==> src/hdl/vgagc_pkg.sv <==
// Shared constants, field layouts and carrier types of the graphics controller register bank.
package vgagc_pkg;

  // I/O port addresses.
  localparam logic [15:0] IO_GFX_INDEX     = 16'h03CE;
  localparam logic [15:0] IO_GFX_DATA      = 16'h03CF;
  localparam logic [15:0] IO_CRTC_INDEX_M  = 16'h03B4;
  localparam logic [15:0] IO_CRTC_DATA_M   = 16'h03B5;
  localparam logic [15:0] IO_CRTC_INDEX_C  = 16'h03D4;
  localparam logic [15:0] IO_CRTC_DATA_C   = 16'h03D5;

  // Graphics register indices.
  localparam logic [5:0] IDX_SET_RESET_BACKGROUND       = 6'h00;
  localparam logic [5:0] IDX_SET_RESET_ENABLE_FOREGROUND = 6'h01;
  localparam logic [5:0] IDX_COLOR_COMPARE_VALUE        = 6'h02;
  localparam logic [5:0] IDX_ROTATE_AND_LOGIC_FUNCTION  = 6'h03;
  localparam logic [5:0] IDX_READ_PLANE_SELECT          = 6'h04;
  localparam logic [5:0] IDX_READ_WRITE_MODE_CONTROL    = 6'h05;

  // CRTC readback indices.
  localparam logic [7:0] IDX_DATA_LATCH_READBACK  = 8'h22;
  localparam logic [7:0] IDX_ATTR_TOGGLE_READBACK = 8'h24;
  localparam logic [7:0] IDX_ATTR_INDEX_READBACK  = 8'h26;

  // Field positions.
  localparam int GFX_INDEX_MSB   = 5;
  localparam int LOW_NIBBLE_MSB  = 3;
  localparam int LOGIC_FN_MSB    = 4;
  localparam int LOGIC_FN_LSB    = 3;
  localparam int ROTATE_MSB      = 2;
  localparam int PLANE_SEL_MSB   = 1;
  localparam int MODE_256_COLOR  = 6;
  localparam int MODE_SHIFT_REG  = 5;
  localparam int MODE_ODD_EVEN   = 4;
  localparam int MODE_READ       = 3;
  localparam int MODE_WRITE_MSB  = 2;
  localparam int TOGGLE_BIT      = 7;
  localparam int VIDEO_EN_BIT    = 5;

  // Writable masks and reset values.
  localparam logic [7:0] MASK_COLOR_COMPARE = 8'h0F;
  localparam logic [7:0] MASK_ROTATE_LOGIC  = 8'h1F;
  localparam logic [7:0] MASK_PLANE_SELECT  = 8'h03;
  localparam logic [7:0] MASK_MODE          = 8'h7F;
  localparam logic [7:0] MASK_HIGH_NIBBLE   = 8'hF0;
  localparam logic [7:0] REG_RESET          = 8'h00;

  typedef enum logic [2:0] {
    WMODE_0 = 3'h0, WMODE_1 = 3'h1, WMODE_2 = 3'h2, WMODE_3 = 3'h3,
    WMODE_4 = 3'h4, WMODE_5 = 3'h5, WMODE_R6 = 3'h6, WMODE_R7 = 3'h7
  } vgagc_wmode_t;

  typedef enum logic [1:0] {
    LFN_PASS = 2'h0, LFN_AND = 2'h1, LFN_OR = 2'h2, LFN_XOR = 2'h3
  } vgagc_lfn_t;

  // One host I/O cycle.
  typedef struct packed {
    logic        rd;
    logic        wr;
    logic [15:0] addr;
    logic [7:0]  wdata;
  } vgagc_io_req_t;

  // Result of one CPU write to display memory.
  typedef struct packed {
    logic [31:0] plane_data;
    logic [7:0]  bit_mask;
    logic        ext_pixels;
    logic [63:0] pixel_color;
    logic [7:0]  pixel_wen;
  } vgagc_wr_out_t;

  // Byte of plane n out of four packed planes.
  function automatic logic [7:0] plane_byte(input logic [31:0] planes, input logic [1:0] sel);
    plane_byte = planes[{sel, 3'h0} +: 8];
  endfunction : plane_byte

endpackage : vgagc_pkg

==> src/hdl/vgagc_read_unit.sv <==
// Read path: plane select for read mode 0 and colour compare for read mode 1.
module vgagc_read_unit (
  input  wire logic [31:0] planes,
  input  wire logic        read_mode,
  input  wire logic [1:0]  plane_sel,
  input  wire logic [3:0]  cmp_value,
  input  wire logic [3:0]  dont_care,
  output logic      [7:0]  rd_data
);

  logic [7:0] cmp_bits;

  always_comb begin
    for (int i = 0; i < 8; i++) begin
      // A plane whose mask bit is clear is forced to match.
      cmp_bits[i] = &(~({planes[24 + i], planes[16 + i], planes[8 + i], planes[i]} ^ cmp_value)
                      | ~dont_care);
    end
  end

  assign rd_data = read_mode ? cmp_bits
                             : vgagc_pkg::plane_byte(planes, plane_sel);

endmodule : vgagc_read_unit

==> src/hdl/vgagc_regs.sv <==
// Graphics controller register bank with latch, attribute readback and memory data paths.
//
// Operation
// - Latch readback returns one of four latches chosen by plane select bits.
// - Every CPU display memory read loads all four data latches.
// - Latch readback is an 8-bit read-only byte.
// - Toggle readback bit 7 shows attribute flip-flop; other bits read zero.
// - Index readback shows video enable in bit 5, index in bits 4..0.
// - Index at port 3CE selects the register reached through port 3CF.
// - In extended write mode 5 all set/reset bits give the background.
// - Set/reset high nibble gated by extension enable: ignored and zero when off.
// - Set/reset low nibble gives plane values for write modes 0 and 3.
// - Set/reset-enable gives the foreground colour in extended modes 4 and 5.
// - Set/reset-enable high nibble has the same extension gating.
// - Write mode 0: enable bit picks set/reset value, else CPU data.
// - Read mode 1 compares colour value against eight pixels and returns results.
// - Planes excluded by the don't-care mask always match.
// - Write mode 0 logic function: pass, AND, OR or XOR with latches.
// - CPU data is rotated by 0 to 7 before set/reset.
// - Plane select picks plane n for read mode 0.
// - Mode register holds 256-colour, shift, odd/even, read and write mode fields.
// - Extension enable off forces the top write mode bit to zero.
// - Compare result bit is 1 when compared plane bits equal the value.
// - Extended mode 4 writes foreground only where CPU data bit is 1.
// - Extended mode 5 writes foreground where data is 1, background where 0.
module vgagc_regs (
  input  wire logic                     sys_clk,
  input  wire logic                     rst_n,
  input  wire logic                     clk_en,
  // Host I/O cycle.
  input  wire vgagc_pkg::vgagc_io_req_t io_req,
  output logic                          io_rvalid,
  output logic [7:0]                    io_rdata,
  // State owned by neighbouring blocks on the same clock.
  input  wire logic                     ext_enable,
  input  wire logic [3:0]               color_dont_care_mask,
  input  wire logic                     attr_toggle,
  input  wire logic [5:0]               attribute_index_register,
  // CPU access to display memory.
  input  wire logic                     mem_rd,
  input  wire logic [31:0]              mem_rd_planes,
  input  wire logic                     mem_wr,
  input  wire logic [7:0]               mem_wr_data,
  output logic                          cpu_rd_valid,
  output logic [7:0]                    cpu_rd_data,
  output logic                          mem_wr_valid,
  output vgagc_pkg::vgagc_wr_out_t      mem_wr_out,
  // Mode fields for the display pipeline.
  output logic                          mode_256_color,
  output logic                          mode_shift_cga,
  output logic                          mode_odd_even
);

  logic [5:0]  gfx_index_r;
  logic [7:0]  crtc_index_r;
  logic [7:0]  set_reset_background_r;
  logic [7:0]  set_reset_enable_foreground_r;
  logic [7:0]  color_compare_value_r;
  logic [7:0]  rotate_and_logic_function_r;
  logic [7:0]  read_plane_select_r;
  logic [7:0]  read_write_mode_control_r;
  logic [31:0] latches_r;

  logic        gfx_index_hit;
  logic        gfx_data_hit;
  logic        crtc_index_hit;
  logic        crtc_data_hit;
  logic        gfx_wr;
  logic [2:0]  eff_wmode;
  logic [7:0]  eff_mode;
  logic [7:0]  high_keep;
  logic [7:0]  gfx_rd_nxt;
  logic [7:0]  crtc_rd_nxt;
  logic [7:0]  io_rdata_nxt;
  logic [7:0]  cpu_rd_nxt;
  vgagc_pkg::vgagc_wr_out_t wr_nxt;

  // Address decode. Both the monochrome and colour CRTC port pairs are answered.
  assign gfx_index_hit  = io_req.addr == vgagc_pkg::IO_GFX_INDEX;
  assign gfx_data_hit   = io_req.addr == vgagc_pkg::IO_GFX_DATA;
  assign crtc_index_hit = (io_req.addr == vgagc_pkg::IO_CRTC_INDEX_M) ||
                          (io_req.addr == vgagc_pkg::IO_CRTC_INDEX_C);
  assign crtc_data_hit  = (io_req.addr == vgagc_pkg::IO_CRTC_DATA_M) ||
                          (io_req.addr == vgagc_pkg::IO_CRTC_DATA_C);
  assign gfx_wr         = io_req.wr && gfx_data_hit;

  // The stored top write mode bit is kept, but masked while extensions are off.
  assign eff_wmode = {read_write_mode_control_r[vgagc_pkg::MODE_WRITE_MSB] & ext_enable,
                      read_write_mode_control_r[vgagc_pkg::MODE_WRITE_MSB - 1:0]};
  assign eff_mode  = {read_write_mode_control_r[7:3], eff_wmode};

  // High nibble of the two colour registers only exists while extensions are on.
  assign high_keep = ext_enable ? 8'hFF : ~vgagc_pkg::MASK_HIGH_NIBBLE;

  // Graphics index register.
  always_ff @(posedge sys_clk or negedge rst_n) begin
    if (!rst_n) begin
      gfx_index_r <= 6'h00;
    end else if (clk_en && io_req.wr && gfx_index_hit) begin
      gfx_index_r <= io_req.wdata[vgagc_pkg::GFX_INDEX_MSB:0];
    end
  end

  // CRTC index register, used here only to reach the readback registers.
  always_ff @(posedge sys_clk or negedge rst_n) begin
    if (!rst_n) begin
      crtc_index_r <= 8'h00;
    end else if (clk_en && io_req.wr && crtc_index_hit) begin
      crtc_index_r <= io_req.wdata;
    end
  end

  // Set/reset and set/reset-enable registers.
  always_ff @(posedge sys_clk or negedge rst_n) begin
    if (!rst_n) begin
      set_reset_background_r        <= vgagc_pkg::REG_RESET;
      set_reset_enable_foreground_r <= vgagc_pkg::REG_RESET;
    end else if (clk_en && gfx_wr) begin
      if (gfx_index_r == vgagc_pkg::IDX_SET_RESET_BACKGROUND) begin
        // A write with extensions off leaves the stored high nibble alone.
        set_reset_background_r <= (io_req.wdata & high_keep) |
                                  (set_reset_background_r & ~high_keep);
      end
      if (gfx_index_r == vgagc_pkg::IDX_SET_RESET_ENABLE_FOREGROUND) begin
        set_reset_enable_foreground_r <= (io_req.wdata & high_keep) |
                                         (set_reset_enable_foreground_r & ~high_keep);
      end
    end
  end

  // Compare, rotate/function, plane select and mode registers.
  always_ff @(posedge sys_clk or negedge rst_n) begin
    if (!rst_n) begin
      color_compare_value_r       <= vgagc_pkg::REG_RESET;
      rotate_and_logic_function_r <= vgagc_pkg::REG_RESET;
      read_plane_select_r         <= vgagc_pkg::REG_RESET;
      read_write_mode_control_r   <= vgagc_pkg::REG_RESET;
    end else if (clk_en && gfx_wr) begin
      case (gfx_index_r)
        vgagc_pkg::IDX_COLOR_COMPARE_VALUE:
          color_compare_value_r <= io_req.wdata & vgagc_pkg::MASK_COLOR_COMPARE;
        vgagc_pkg::IDX_ROTATE_AND_LOGIC_FUNCTION:
          rotate_and_logic_function_r <= io_req.wdata & vgagc_pkg::MASK_ROTATE_LOGIC;
        vgagc_pkg::IDX_READ_PLANE_SELECT:
          read_plane_select_r <= io_req.wdata & vgagc_pkg::MASK_PLANE_SELECT;
        vgagc_pkg::IDX_READ_WRITE_MODE_CONTROL:
          read_write_mode_control_r <= io_req.wdata & vgagc_pkg::MASK_MODE;
        default: begin
        end
      endcase
    end
  end

  // Data latches follow every CPU read of display memory.
  always_ff @(posedge sys_clk or negedge rst_n) begin
    if (!rst_n) begin
      latches_r <= 32'h0000_0000;
    end else if (clk_en && mem_rd) begin
      latches_r <= mem_rd_planes;
    end
  end

  // Graphics data port readback. Unmapped indices read zero.
  always_comb begin
    case (gfx_index_r)
      vgagc_pkg::IDX_SET_RESET_BACKGROUND:        gfx_rd_nxt = set_reset_background_r & high_keep;
      vgagc_pkg::IDX_SET_RESET_ENABLE_FOREGROUND: gfx_rd_nxt = set_reset_enable_foreground_r & high_keep;
      vgagc_pkg::IDX_COLOR_COMPARE_VALUE:         gfx_rd_nxt = color_compare_value_r;
      vgagc_pkg::IDX_ROTATE_AND_LOGIC_FUNCTION:   gfx_rd_nxt = rotate_and_logic_function_r;
      vgagc_pkg::IDX_READ_PLANE_SELECT:           gfx_rd_nxt = read_plane_select_r;
      vgagc_pkg::IDX_READ_WRITE_MODE_CONTROL:     gfx_rd_nxt = eff_mode;
      default:                                    gfx_rd_nxt = 8'h00;
    endcase
  end

  // CRTC readback registers. They have no write path at all.
  always_comb begin
    case (crtc_index_r)
      vgagc_pkg::IDX_DATA_LATCH_READBACK:
        crtc_rd_nxt = vgagc_pkg::plane_byte(latches_r,
                        read_plane_select_r[vgagc_pkg::PLANE_SEL_MSB:0]);
      vgagc_pkg::IDX_ATTR_TOGGLE_READBACK:
        crtc_rd_nxt = {attr_toggle, 7'h00};
      vgagc_pkg::IDX_ATTR_INDEX_READBACK:
        crtc_rd_nxt = {2'h0, attribute_index_register};
      default:
        crtc_rd_nxt = 8'h00;
    endcase
  end

  always_comb begin
    if (gfx_data_hit) begin
      io_rdata_nxt = gfx_rd_nxt;
    end else if (gfx_index_hit) begin
      io_rdata_nxt = {2'h0, gfx_index_r};
    end else if (crtc_data_hit) begin
      io_rdata_nxt = crtc_rd_nxt;
    end else if (crtc_index_hit) begin
      io_rdata_nxt = crtc_index_r;
    end else begin
      io_rdata_nxt = 8'h00;
    end
  end

  // I/O read answer, one cycle after the request, held until the next read.
  always_ff @(posedge sys_clk or negedge rst_n) begin
    if (!rst_n) begin
      io_rvalid <= 1'b0;
      io_rdata  <= 8'h00;
    end else if (clk_en) begin
      io_rvalid <= io_req.rd;
      if (io_req.rd) begin
        io_rdata <= io_rdata_nxt;
      end
    end
  end

  // The read answer is formed from the freshly fetched planes, not the old latches.
  vgagc_read_unit u_read (
    .planes    (mem_rd_planes),
    .read_mode (read_write_mode_control_r[vgagc_pkg::MODE_READ]),
    .plane_sel (read_plane_select_r[vgagc_pkg::PLANE_SEL_MSB:0]),
    .cmp_value (color_compare_value_r[vgagc_pkg::LOW_NIBBLE_MSB:0]),
    .dont_care (color_dont_care_mask),
    .rd_data   (cpu_rd_nxt)
  );

  always_ff @(posedge sys_clk or negedge rst_n) begin
    if (!rst_n) begin
      cpu_rd_valid <= 1'b0;
      cpu_rd_data  <= 8'h00;
    end else if (clk_en) begin
      cpu_rd_valid <= mem_rd;
      if (mem_rd) begin
        cpu_rd_data <= cpu_rd_nxt;
      end
    end
  end

  // Writes combine with the latches as they stood before this cycle.
  vgagc_write_unit u_write (
    .cpu_data  (mem_wr_data),
    .latches   (latches_r),
    .wmode     (eff_wmode),
    .set_reset (set_reset_background_r),
    .sr_enable (set_reset_enable_foreground_r),
    .rot_fn    (rotate_and_logic_function_r[vgagc_pkg::LOGIC_FN_MSB:0]),
    .wr_out    (wr_nxt)
  );

  always_ff @(posedge sys_clk or negedge rst_n) begin
    if (!rst_n) begin
      mem_wr_valid <= 1'b0;
      mem_wr_out   <= '0;
    end else if (clk_en) begin
      mem_wr_valid <= mem_wr;
      if (mem_wr) begin
        mem_wr_out <= wr_nxt;
      end
    end
  end

  // Mode fields, registered so the outputs come straight from flops.
  always_ff @(posedge sys_clk or negedge rst_n) begin
    if (!rst_n) begin
      mode_256_color <= 1'b0;
      mode_shift_cga <= 1'b0;
      mode_odd_even  <= 1'b0;
    end else if (clk_en) begin
      mode_256_color <= read_write_mode_control_r[vgagc_pkg::MODE_256_COLOR];
      mode_shift_cga <= read_write_mode_control_r[vgagc_pkg::MODE_SHIFT_REG];
      mode_odd_even  <= read_write_mode_control_r[vgagc_pkg::MODE_ODD_EVEN];
    end
  end

endmodule : vgagc_regs

==> src/hdl/vgagc_write_unit.sv <==
// Write path: rotator, set/reset, logic function and the write modes 0 to 5.
module vgagc_write_unit (
  input  wire logic [7:0]           cpu_data,
  input  wire logic [31:0]          latches,
  input  wire logic [2:0]           wmode,
  input  wire logic [7:0]           set_reset,
  input  wire logic [7:0]           sr_enable,
  input  wire logic [4:0]           rot_fn,
  output vgagc_pkg::vgagc_wr_out_t  wr_out
);

  logic [7:0]  rotated;
  logic [15:0] doubled;
  logic [7:0]  src;
  logic [7:0]  lat;

  assign doubled = {cpu_data, cpu_data};
  assign rotated = doubled[rot_fn[2:0] +: 8];

  always_comb begin
    wr_out = '0;
    src    = 8'h00;
    lat    = 8'h00;
    case (vgagc_pkg::vgagc_wmode_t'(wmode))
      vgagc_pkg::WMODE_0: begin
        wr_out.bit_mask = 8'hFF;
        for (int p = 0; p < 4; p++) begin
          src = sr_enable[p] ? {8{set_reset[p]}} : rotated;
          lat = latches[8 * p +: 8];
          case (vgagc_pkg::vgagc_lfn_t'(rot_fn[4:3]))
            vgagc_pkg::LFN_AND: wr_out.plane_data[8 * p +: 8] = src & lat;
            vgagc_pkg::LFN_OR:  wr_out.plane_data[8 * p +: 8] = src | lat;
            vgagc_pkg::LFN_XOR: wr_out.plane_data[8 * p +: 8] = src ^ lat;
            default:            wr_out.plane_data[8 * p +: 8] = src;
          endcase
        end
      end
      vgagc_pkg::WMODE_1: begin
        wr_out.bit_mask   = 8'hFF;
        wr_out.plane_data = latches;
      end
      vgagc_pkg::WMODE_2: begin
        wr_out.bit_mask = 8'hFF;
        for (int p = 0; p < 4; p++) wr_out.plane_data[8 * p +: 8] = {8{cpu_data[p]}};
      end
      vgagc_pkg::WMODE_3: begin
        wr_out.bit_mask = rotated;
        for (int p = 0; p < 4; p++) wr_out.plane_data[8 * p +: 8] = {8{set_reset[p]}};
      end
      vgagc_pkg::WMODE_4: begin
        wr_out.ext_pixels  = 1'b1;
        wr_out.pixel_wen   = cpu_data;
        wr_out.pixel_color = {8{sr_enable}};
      end
      vgagc_pkg::WMODE_5: begin
        wr_out.ext_pixels = 1'b1;
        wr_out.pixel_wen  = 8'hFF;
        for (int i = 0; i < 8; i++) begin
          wr_out.pixel_color[8 * i +: 8] = cpu_data[i] ? sr_enable : set_reset;
        end
      end
      default: wr_out = '0;
    endcase
  end

endmodule : vgagc_write_unit

==> config.mk <==
export PLATFORM = sky130hd
export DESIGN_NAME = vgagc_regs
export DESIGN_NICKNAME = d
export VERILOG_FILES = /design/src/hdl/vgagc_pkg.sv /design/src/hdl/vgagc_read_unit.sv /design/src/hdl/vgagc_regs.sv /design/src/hdl/vgagc_write_unit.sv
export SDC_FILE = /design/constraint.sdc
export NUM_CORES = 1
export LEC_CHECK = 0
export BUFFER_PORTS_ARGS = -buffer_cell sky130_fd_sc_hd__buf_2
export CORE_MARGIN = 2
export CORE_UTILIZATION = 50
export DETAILED_ROUTE_END_ITERATION = 10
export PLACE_DENSITY = 0.76
export SLEW_MARGIN = 15
export SYNTH_ARGS = -nofsm -noshare
export SYNTH_HDL_FRONTEND = slang
export SYNTH_SLANG_ARGS = --single-unit
==> constraint.sdc <==
create_clock -name sys_clk -period 6.25 [get_ports sys_clk]
set_input_delay 0.625 -clock sys_clk [delete_from_list [all_inputs] [get_ports sys_clk]]
set_output_delay 0.625 -clock sys_clk [all_outputs]
set_load 0.05 [all_outputs]
; ---- After elaboration in Yosys (flattened, before gate mapping)
; Index checks and enable logic that the tools add are counted.
[op_classes]
n_bitwise = 46
mux = 26
n_reduce_logical = 27
shift = 3
eq_ne = 22
[ops]
columns = op, count
row1 = $pmux 40 s4, 1
row2 = $pmux 73 s2, 1
row3 = $mux 8, 18
row4 = $pmux 8 s3, 5
row5 = $eq 16x10->1 const B, 6
row6 = $and 8x8->8, 9
row7 = $shiftx 32x6->8, 2
row8 = $or 8x8->8, 6
row9 = $pmux 8 s6, 1
row10 = $not 4->4, 9
row11 = $or 4x4->4, 8
row12 = $reduce_and 4->1, 8
row13 = $xor 4x4->4, 8
row14 = $xor 8x8->8, 4
row15 = $eq 8x6->1 const B, 3
row16 = $reduce_and 2->1, 9
row17 = $shiftx 16x4->8, 1
row18 = $eq 6x2->1 const B, 2
row19 = $eq 6x3->1 const B, 2
row20 = $not 8->8, 1
row21 = $eq 3x2->1 const B, 2
row22 = $eq 3x3->1 const B, 2
row23 = $eq 6x1->1 const B, 1
row24 = $logic_and 1x1->1, 6
row25 = other kinds (7), 9
[word_totals]
register_bits = 215
output_inout_bits = 135
elab_cells = 146
in_bits = 83

; ---- Depth between registers and ports, before layout
; Gate-level depths: netlist of run 1.
[depth]
ltp_word = 6
mapped_depth = 10
ltp_nobuf = 9

; ---- Cells and area by module
; A second synthesis of run 1 with hierarchy kept.
[hier_totals]
hier_cells = 1396
area_unflattened_um2 = 13973.4
[by_module_without_submodules]
columns = mod, n_inst, seq_area_each_um2, area_per_inst_um2, cells_each
row1 = vgagc_regs, 1, 5380.2, 9022.4, 615
row2 = vgagc_write_unit, 1, 0.0, 4192.8, 697
row3 = vgagc_read_unit, 1, 0.0, 758.2, 84

; ---- Worst setup path before layout of run 1
; OpenSTA, ideal clock, no wires.
[synth_path]
path_type = input to register
from = in mem_wr_data[6]
to = reg mem_wr_out[112] in the netlist's numbering
setup_time_ps = 78
path_stages = 8
t_required_ps = 6172
t_arrival_ps = 2297
path_buffers = 0
path_slack_ps = 3876
path_cell_list = mux4_2 mux2_2 o21ai_0 ha_1 mux2i_1 a221oi_1 o21ai_0 a21oi_1
[synth_between]
elab_chain_cells = 5
word_cells_on_any_way = 7
cone_classes = shift: 1 / mux: 3 / bitwise: 3
[synth_lines]
columns = item, line
row1 = "start, declared", vgagc_regs.sv:43  ; input wire logic [7:0] mem_wr_data,
row2 = $shiftx 16x4->8 (*), vgagc_write_unit.sv:18  ; assign rotated = doubled[rot_fn[2:0] +: 8];
row3 = $mux 8 (*), vgagc_write_unit.sv:28  ; src = sr_enable[p] ? {8{set_reset[p]}} : rotated;
row4 = "$xor 8x8->8, or another cell as far along", vgagc_write_unit.sv:33  ; vgagc_pkg::LFN_XOR: wr_out.plane_data[8 * p +: 8] = src ^ lat;
row5 = $pmux 8 s3 (*), vgagc_write_unit.sv:30  ; case (vgagc_pkg::vgagc_lfn_t'(rot_fn[4:3]))
row6 = $pmux 40 s4 (*), vgagc_write_unit.sv:24  ; case (vgagc_pkg::vgagc_wmode_t'(wmode))
row7 = "end signal, assigned", vgagc_regs.sv:258  ; mem_wr_out <= wr_nxt;
row8 = "end, declared", vgagc_regs.sv:47  ; output vgagc_pkg::vgagc_wr_out_t mem_wr_out,
; Mark *: on every way between the ends. The rest lies on a longest branch, timed or not.
; A chain may end at the register's enable or synchronous reset.

; ---- Worst setup path in the final report of run 1
[layout_path]
from = reg rotate_and_logic_function_r[1]
to = reg mem_wr_out[108] in the netlist's numbering
[layout_between]
elab_chain_cells = 5
word_cells_on_any_way = 7
cone_classes = shift: 1 / mux: 3 / bitwise: 3
[layout_lines]
columns = item, line
row1 = "start, declared", vgagc_regs.sv:59  ; logic [7:0] rotate_and_logic_function_r;
row2 = "start signal, assigned", vgagc_regs.sv:135  ; rotate_and_logic_function_r <= vgagc_pkg::REG_RESET;
row3 = "start signal, assigned", vgagc_regs.sv:143  ; rotate_and_logic_function_r <= io_req.wdata & vgagc_pkg::MASK_ROTATE_LOGIC;
row4 = $shiftx 16x4->8 (*), vgagc_write_unit.sv:18
row5 = $mux 8 (*), vgagc_write_unit.sv:28
row6 = "$xor 8x8->8, or another cell as far along", vgagc_write_unit.sv:33
row7 = $pmux 8 s3 (*), vgagc_write_unit.sv:30
row8 = $pmux 40 s4 (*), vgagc_write_unit.sv:24
; Marked as above.

==> results of run 1 <==
-- flip-flops by register name, summed over array words and instances (netlist names), 2 cells and up, named ones only --
signal                         cells
mem_wr_out                       113
set_reset_background_r             4
latches_r                         32
set_reset_enable_foreground_r      4
crtc_index_r                       8
read_write_mode_control_r          7
color_compare_value_r              4
gfx_index_r                        6
cpu_rd_data                        8
io_rdata                           8
read_plane_select_r                2
rotate_and_logic_function_r        5
-- worst max-delay path by stage --
stage / from / end / slack (ns) / cells after the start
after floorplan: mem_wr_data[6] / mem_wr_out[112]$_DFFE_PN0P_ / 3.88 / 8
after global placement: clk_en / mem_wr_out[81]$_DFFE_PN0P_ / 3.29 / 6
after detailed placement: clk_en / mem_wr_out[84]$_DFFE_PN0P_ / 3.26 / 6
after CTS: rotate_and_logic_function_r[1]$_DFFE_PN0P_ / mem_wr_out[108]$_DFFE_PN0P_ / 3.39 / 8
after global routing: rotate_and_logic_function_r[2]$_DFFE_PN0P_ / mem_wr_out[102]$_DFFE_PN0P_ / 3.21 / 8
final: rotate_and_logic_function_r[1]$_DFFE_PN0P_ / mem_wr_out[108]$_DFFE_PN0P_ / 3.33 / 8
-- layout make-up --
type / instances / area (sq um)
Fill cell: 2220 / 10800
Sequential cell: 215 / 5380
Timing Repair Buffer: 228 / 1180
Inverter: 68 / 255
Clock inverter: 12 / 153
Tap cell: 335 / 419
Clock buffer: 30 / 663
Multi-Input combinational cell: 903 / 7050
-- cells in the final DEF (no fill, tap or decap), types with 6 or more instances in the layout --
master / netlist / routed
a221oi_1: 45 / 45
a21oi_1: 65 / 65
mux2i_1: 112 / 112
a22oi_1: 9 / 9
xor2_1: 33 / 33
buf_4: 1 / 11
nor2b_1: 13 / 13
mux4_2: 25 / 25
o21ai_0: 208 / 208
ha_1: 64 / 64
a22o_1: 9 / 9
mux2_2: 101 / 101
dfrtp_1: 215 / 214
clkbuf_16: 0 / 24
buf_2: 10 / 216
nor2_1: 15 / 15
o21ai_1: 8 / 8
nand2b_1: 14 / 14
inv_1: 68 / 68
nand3_1: 10 / 10
clkinv_2: 0 / 6
nand2_1: 113 / 112
-- worst max-delay path: stages, from the launching register on --
cell and delay (ns):
dfrtp_1 0.66, mux4_2 0.62, mux2_2 0.40, o21ai_0 0.33, ha_1 0.30, mux2i_1 0.14, a221oi_1 0.09, o21ai_0 0.15
a21oi_1 0.10
-- Yosys cell counts (25+ instances only) --
| cell | number |
|---|---|
| a21oi_1 | 65 |
| mux2i_1 | 112 |
| nand2_1 | 113 |
| inv_1 | 68 |
| ha_1 | 64 |
| clkbuf_1 | 66 |
| xor2_1 | 33 |
| o21ai_0 | 208 |
| dfrtp_1 | 215 |
| buf_1 | 27 |
| a221oi_1 | 45 |
| mux4_2 | 25 |
| mux2_2 | 101 |
-- routing by layer --
layer,wire length [microns],up-vias
met5,0,-
li1,-,4943
met4,1180,0
met1,16800,5545
met2,18300,559
met3,3410,93
-- power groups by stage --
stage	combinational, mW	clock [mW]	sequential, mW
final	0.548	1.48	1.56
after global routing	0.596	1.55	1.57
after CTS	0.548	1.49	1.55
after detailed placement	0.545	0	1.58
after global placement	0.524	0	1.58
after floorplan	0.214	0	1.69
-- kinds of logic (layout without fill, tap and decap cells) --
| family | Yosys count | in the layout | share of synthesized area (%) |
|---|---|---|---|
| AO/OA/AOI/OAI | 358 | 358 | 15.7 |
| AND/OR/NAND/NOR | 210 | 210 | 8.24 |
| XOR/XNOR | 33 | 33 | 2.21 |
| flip-flops | 215 | 215 | 41.1 |
| adder cells (fa/ha/maj) | 64 | 64 | 6.12 |
| multiplexers | 238 | 238 | 21.6 |
| buffers and inverters | 172 | 338 | 5.06 |
==> run metrics, run 1 <==
worst hold slack 0.183 ns; area leader, netlist dfrtp_1; Slew HR 21.7%; TritonCTS clock tree yes; routed len/inst 22.1 microns; DRT Wirelength 39700 microns; Final Max Tran Viols 0; Reg clk slew, reported paths roughly 0.060 ns; die area 27500 sq um; row count 59; Critical Path Fanout Max 10; RSZ-0062 raised after global routing false; crit path launch type register; M1 GR Usage 39.3%; Clock Skew between 0.01 and 0.015 ns; Final Hold Fails 0; hpwl dp 27500 microns; final worst slack between 3 and 4 ns; Gate Count Post-Synth 1290; Critical Path AT approximately 3.3 ns; CTS Hold Buffers Added 0; vias ~11k; synth top area cells dfrtp_1 41%, mux2_2 8.7%, mux2i_1 8.6%; Max rail drop VDD 0.174 mV; Initial Utilization 50.5%; clock share of power 41.2%; initial antenna violation count 0; IO buf count 217; All-Layer GR Usage 28.0%; Static Leakage about 7.5 nW; Psw 1.07 mW; critical path endpoint category register; M2 GR Usage 43.6%; CTS Sinks 215; drt pass-1 iters 6; Final nets 1587; Sum Neg Setup Slack 0 ns; vias in the first global route 11.0k; GRT Residual Overflow 0; Mapped Nets 1437; DP Area 14300 sq um; Final setup violation count 0; Hold WC Path Type in2async; Main synth FF type dfrtp_1; share of power burned in registers 43.5%; reg2reg setup slack 3.33 ns; RR Startpoint rotate_and_logic_function_r[1]$_DFFE_PN0P_; Internal approximately 2.5 mW; power consumption between 3 and 4 mW; R2R depth 8; max_cap viols 0; Data required, critical path roughly 6.7 ns; GP Congestion 0.915; WS Path Type reg2reg; Post-Synthesis Mean Instance Area about 10 sq um; GRT busiest layer met2; Design Area, Final between 15000 and 20000 sq um; number of flops mapped to enable cells by yosys 0; post-cts sizing count 0; Post-CTS Setup Inserts 0; Cell variety after synth 50; # IOs 218; routing usage on met3 5.65%; CTS root buffer clkbuf_16; die span in x approximately 170 microns; Synth top area share 41.1%; worst slew pin tran 1.16 ns; Layout area overhead 15.3%; Die Span Y around 170 microns; switching part of the total 29.8%; status complete, no violations; Clock Path Buffers 3; layout cell share with drive strength beyond 1 27.9%; initial DRC count 1130; dpl cells 1749; #FFs+latches synth 215; first-pass GRT wire length 62200 microns; Synth warnings 0; Clock Latency Late Sink 0.53 ns; FMAX 343 MHz; final std cells w/o fill 1791; post-synth design cell area 13100 sq um; P per Cell Area 237 nW/um^2; Final Critical Period a little under 3 ns; Final ANT Viol Nets 0; largest net degree at the start of global routing 100; fin util 58.3%; Via-to-Cell Ratio 6.22; period utilization 46.7%; core area around 26000 sq um; Post-synth ARST share 100%; Inserted Diodes 0; power share of the combinational group 15.3%; worst reg2reg endpoint mem_wr_out[108]$_DFFE_PN0P_; CTS Buf Count 24; DR DRC count 0; register area share after synthesis between 40% and 50%; htree depth 1; pre-CTS setup slack 3.26 ns
Power figures use the tool's default switching activity.
==> inputs of run 2 (changes only) <==
--- a/config.mk
+++ b/config.mk
@@ -5,11 +5,12 @@
 export SDC_FILE = /design/constraint.sdc
 export NUM_CORES = 1
 export LEC_CHECK = 0
+export ABC_AREA = 1
 export BUFFER_PORTS_ARGS = -buffer_cell sky130_fd_sc_hd__buf_2
 export CORE_MARGIN = 2
 export CORE_UTILIZATION = 50
 export DETAILED_ROUTE_END_ITERATION = 10
-export PLACE_DENSITY = 0.76
+export PLACE_DENSITY = 0.78
 export SLEW_MARGIN = 15
 export SYNTH_ARGS = -nofsm -noshare
 export SYNTH_HDL_FRONTEND = slang
==> constraint.sdc (replaced) <==
create_clock -name sys_clk -period 2.4 [get_ports sys_clk]
set_input_delay 0.24 -clock sys_clk [delete_from_list [all_inputs] [get_ports sys_clk]]
set_output_delay 0.24 -clock sys_clk [all_outputs]
set_load 0.05 [all_outputs]
==> run metrics, run 2 <==
status complete, no violations; Post-synth top cells 742 x nand2_1, 215 x dfrtp_1, 188 x inv_1, 156 x o21ai_0, 130 x nand3_1; row count 61 (+3.4%); largest family of logic cells by synthesized area simple AND/OR/NAND/NOR gates; Post-synth ARST share 100% (unchanged); IO buf count 217 (unchanged); Cell variety after synth 35 (-30%); register area share after synthesis 38.5% (-2.6 points); RSZ-0062 raised after global routing true; period utilization 96.8% (+50 points); DRT Wirelength 49200 microns (+24%); pre-CTS setup slack 0.106 ns (-3.16 ns); die area 29300 sq um (+6.5%); Internal 6.96 mW (+180%); Die Span Y 171 microns (+3.2%); max_cap viols 0 (unchanged); CTS Sinks 215 (unchanged); Largest register FFs 113 (unchanged); #FFs+latches synth 215 (unchanged); final std cells w/o fill 2638 (+47%); Clock Skew 0.0128 ns (+0.00186 ns); DP Area 15600 sq um (+9.2%); # IOs 218 (unchanged); power consumption 10.5 mW (+190%); Gate Count Post-Synth 2029 (+57%); Data required, critical path 2.84 ns (-3.81 ns); biggest regs mem_wr_out x113, latches_r x32; Final setup violation count 0 (unchanged); critical path endpoint category register; Synth warnings 0 (unchanged); Synth top area share 38.5% (-2.6 points); Via-to-Cell Ratio 5.69 (-8.5%); initial antenna violation count 0 (unchanged); area leader, netlist dfrtp_1; Critical Path, Cell by Cell clkinvlp_2, nand2_1, nand3_1, nand3_1, nand2_1, nand2_1, nand2_1, ha_1, o21ai_0, o211ai_1, nand2_1, inv_1, nand2_1, nand2_1, nand2_1, nand2_1; most frequent cell after synthesis nand2_1; vias 15.0k (+35%); share of power burned in registers 40.2% (-3.3 points); first-pass GRT wire length 76900 microns (+23%); Final ANT Viol Nets 0 (unchanged); Critical Path Fanout Max 5 (-5); most frequent cell on the critical path nand2_1; Slew HR 20.4% (-1.2 points); P per Cell Area 630 nW/um^2 (+170%); crit path launch type register; most common cell after layout, fill and taps aside nand2_1; FMAX 430 MHz (+26%); Biggest register mem_wr_out; core area 27600 sq um (+6.6%); number of flops mapped to enable cells by yosys 0 (unchanged); Final Critical Period 2.32 ns (-0.593 ns); critical path's slowest cell dfrtp_2; All-Layer GR Usage 33.3% (+5.3 points); vias in the first global route 14.1k (+28%); layout cell share with drive strength beyond 1 16.4% (-11 points); GRT Residual Overflow 0 (unchanged); Max rail drop VDD 0.493 mV (+180%); routed len/inst 18.7 microns (-16%); commonest cells after routing, fill and taps aside 736 x nand2_1, 216 x buf_2, 214 x dfrtp_1; post-synthesis xor/xnor area fraction 0% (-2.2 points); final worst slack 0.0757 ns (-3.26 ns); drt pass-1 iters 6 (unchanged); fillers 2622 (+18%); Clock Latency Late Sink 0.55 ns (+0.02 ns); CP peak stage delay 0.42 ns (-0.24 ns); Final Hold Fails 0 (unchanged); TritonCTS clock tree yes; Compound-Gate Fraction of Synth Area 16.1% (+0.41 points); hpwl dp 35100 microns (+28%); die span in x 171 microns (+3.2%); Simple-Gate Fraction of Synth Area 30.3% (+22 points); WS Path Type reg2reg; Mapped Nets 2176 (+51%); Final nets 2388 (+50%); Hold WC Path Type in2reg; power share of the combinational group 19.7% (+4.4 points); Layout area overhead 18.9%; Psw 3.50 mW (+230%); Main synth FF type dfrtp_1; largest net degree at the start of global routing 65 (-35%); DR DRC count 0 (unchanged); clock share of power 40.1% (-1.1 points); GP Congestion 1.00 (+9.8%); Critical Path AT 2.77 ns (-0.55 ns); Clock Path Buffers 3 (unchanged); switching part of the total 33.5% (+3.7 points); htree depth 1 (unchanged); CTS root buffer clkbuf_16; Final Max Tran Viols 0 (unchanged); Design Area, Final 16600 sq um (+10%); adder-cell area share of the yosys netlist 5.73% (-0.38 points); dpl cells 2582 (+48%); fin util 60.1% (+1.8 points); Post-Synthesis Mean Instance Area 6.88 sq um (-32%); CTS Buf Count 25 (+4.2%); proportion of synthesized area in mux cells 0.0806% (-21 points); initial DRC count 2030 (+80%); post-synth design cell area 14000 sq um (+6.7%); Reg clk slew, reported paths 0.06 ns (about the same); worst slew pin tran 1.19 ns (+0.0292 ns); Initial Utilization 50.6% (about the same); Static Leakage 8.55 nW (+15%); synth top area cells dfrtp_1 39%, nand2_1 20%, ha_1 5.7%
==> run 2: area by class of cell <==
cell class | instances | area [sq um] | share of cell area, %
Timing Repair inverter | 1 | 5.00 | 0.0301
Sequential cell | 215 | 5380 | 32.4
Inverter | 217 | 822 | 4.95
Clock buffer | 31 | 678 | 4.08
Antenna cell | 1 | 2.50 | 0.0151
Clock inverter | 14 | 216 | 1.30
Tap cell | 378 | 473 | 2.85
Timing Repair Buffer | 286 | 1710 | 10.3
Multi-Input combinational cell | 1495 | 7320 | 44.1
==> run 2: cell families after synthesis <==
family          after synthesis
compound gates              386
fa+ha+maj                    64
buf+inv                     319
mux                           1
flops                       215
simple gates               1044
==> run 2: metal layers <==
| metal | global-route usage, % | up-vias | wire length [microns] |
|---|---|---|---|
| met3 | 7.08 | 148 | 5180 |
| met1 | 46.6 | 7003 | 20500 |
| met2 | 50.8 | 850 | 21800 |
| li1 | - | 7004 | - |
| met5 | 1.57 | - | 51 |
| met4 | 11.9 | 2 | 1750 |
==> run 2: what timing repair did <==
item                                   4_1_cts  5_1_grt
resized for setup                            0        9
setup endpoints to repair                    0       31
hold buffers                                 7        0
buffers inserted                             0        2
endpoints found under the hold margin       60        0
==> run 2: worst paths after layout <==
| kind | startpoint | endpoint | slack [ns] | cells past startpoint |
|---|---|---|---|---|
| setup reg to reg | rotate_and_logic_function_r[0]$_DFFE_PN0P_ | mem_wr_out[106]$_DFFE_PN0P_ | 0.08 | 16 |
| hold / removal | mem_rd_planes[22] | latches_r[22]$_DFFE_PN0P_ | 0.01 | 3 |
| max in group asynchronous | rst_n | mem_wr_out[6]$_DFFE_PN0P_ | 1.42 | 3 |
| min in group asynchronous | rst_n | cpu_rd_data[5]$_DFFE_PN0P_ | 0.22 | 2 |
| hold reg to reg | mem_wr_out[109]$_DFFE_PN0P_ | mem_wr_out[109]$_DFFE_PN0P_ | 0.47 | 2 |
| setup / recovery | rotate_and_logic_function_r[0]$_DFFE_PN0P_ | mem_wr_out[106]$_DFFE_PN0P_ | 0.08 | 16 |
==> run 2: critical path, delay by kind of cell, from the launching register on <==
family | cells | cell delay (ns)
AND/OR/NAND/NOR | 11 | 1.04
adder cells (fa/ha/maj) | 1 | 0.18
flip-flops | 1 | 0.42
AO/OA/AOI/OAI | 2 | 0.31
buffers and inverters | 2 | 0.25
==> run 2: per-stage QoR <==
| step | setup TNS (ns) | hold slack (ns) |
|---|---|---|
| CTS | 0 | 0.00517 |
| global placement | 0 | 0.240 |
| detailed placement | 0 | 0.256 |
| floorplan | 0 | -0.0556 |
| global route | -0.243 | 0.0227 |
| finish | 0 | 0.0111 |
==> run 2: power by group through the flow <==
stage	logic (mW)	registers, mW	clock network [mW]
2_1_floorplan	0.569	4.97	0
3_3_place_gp	2.01	4.24	0
3_5_place_dp	2.04	4.25	0
4_1_cts	2.06	4.19	4.22
5_1_grt	2.23	4.23	4.37
6_report	2.06	4.20	4.19
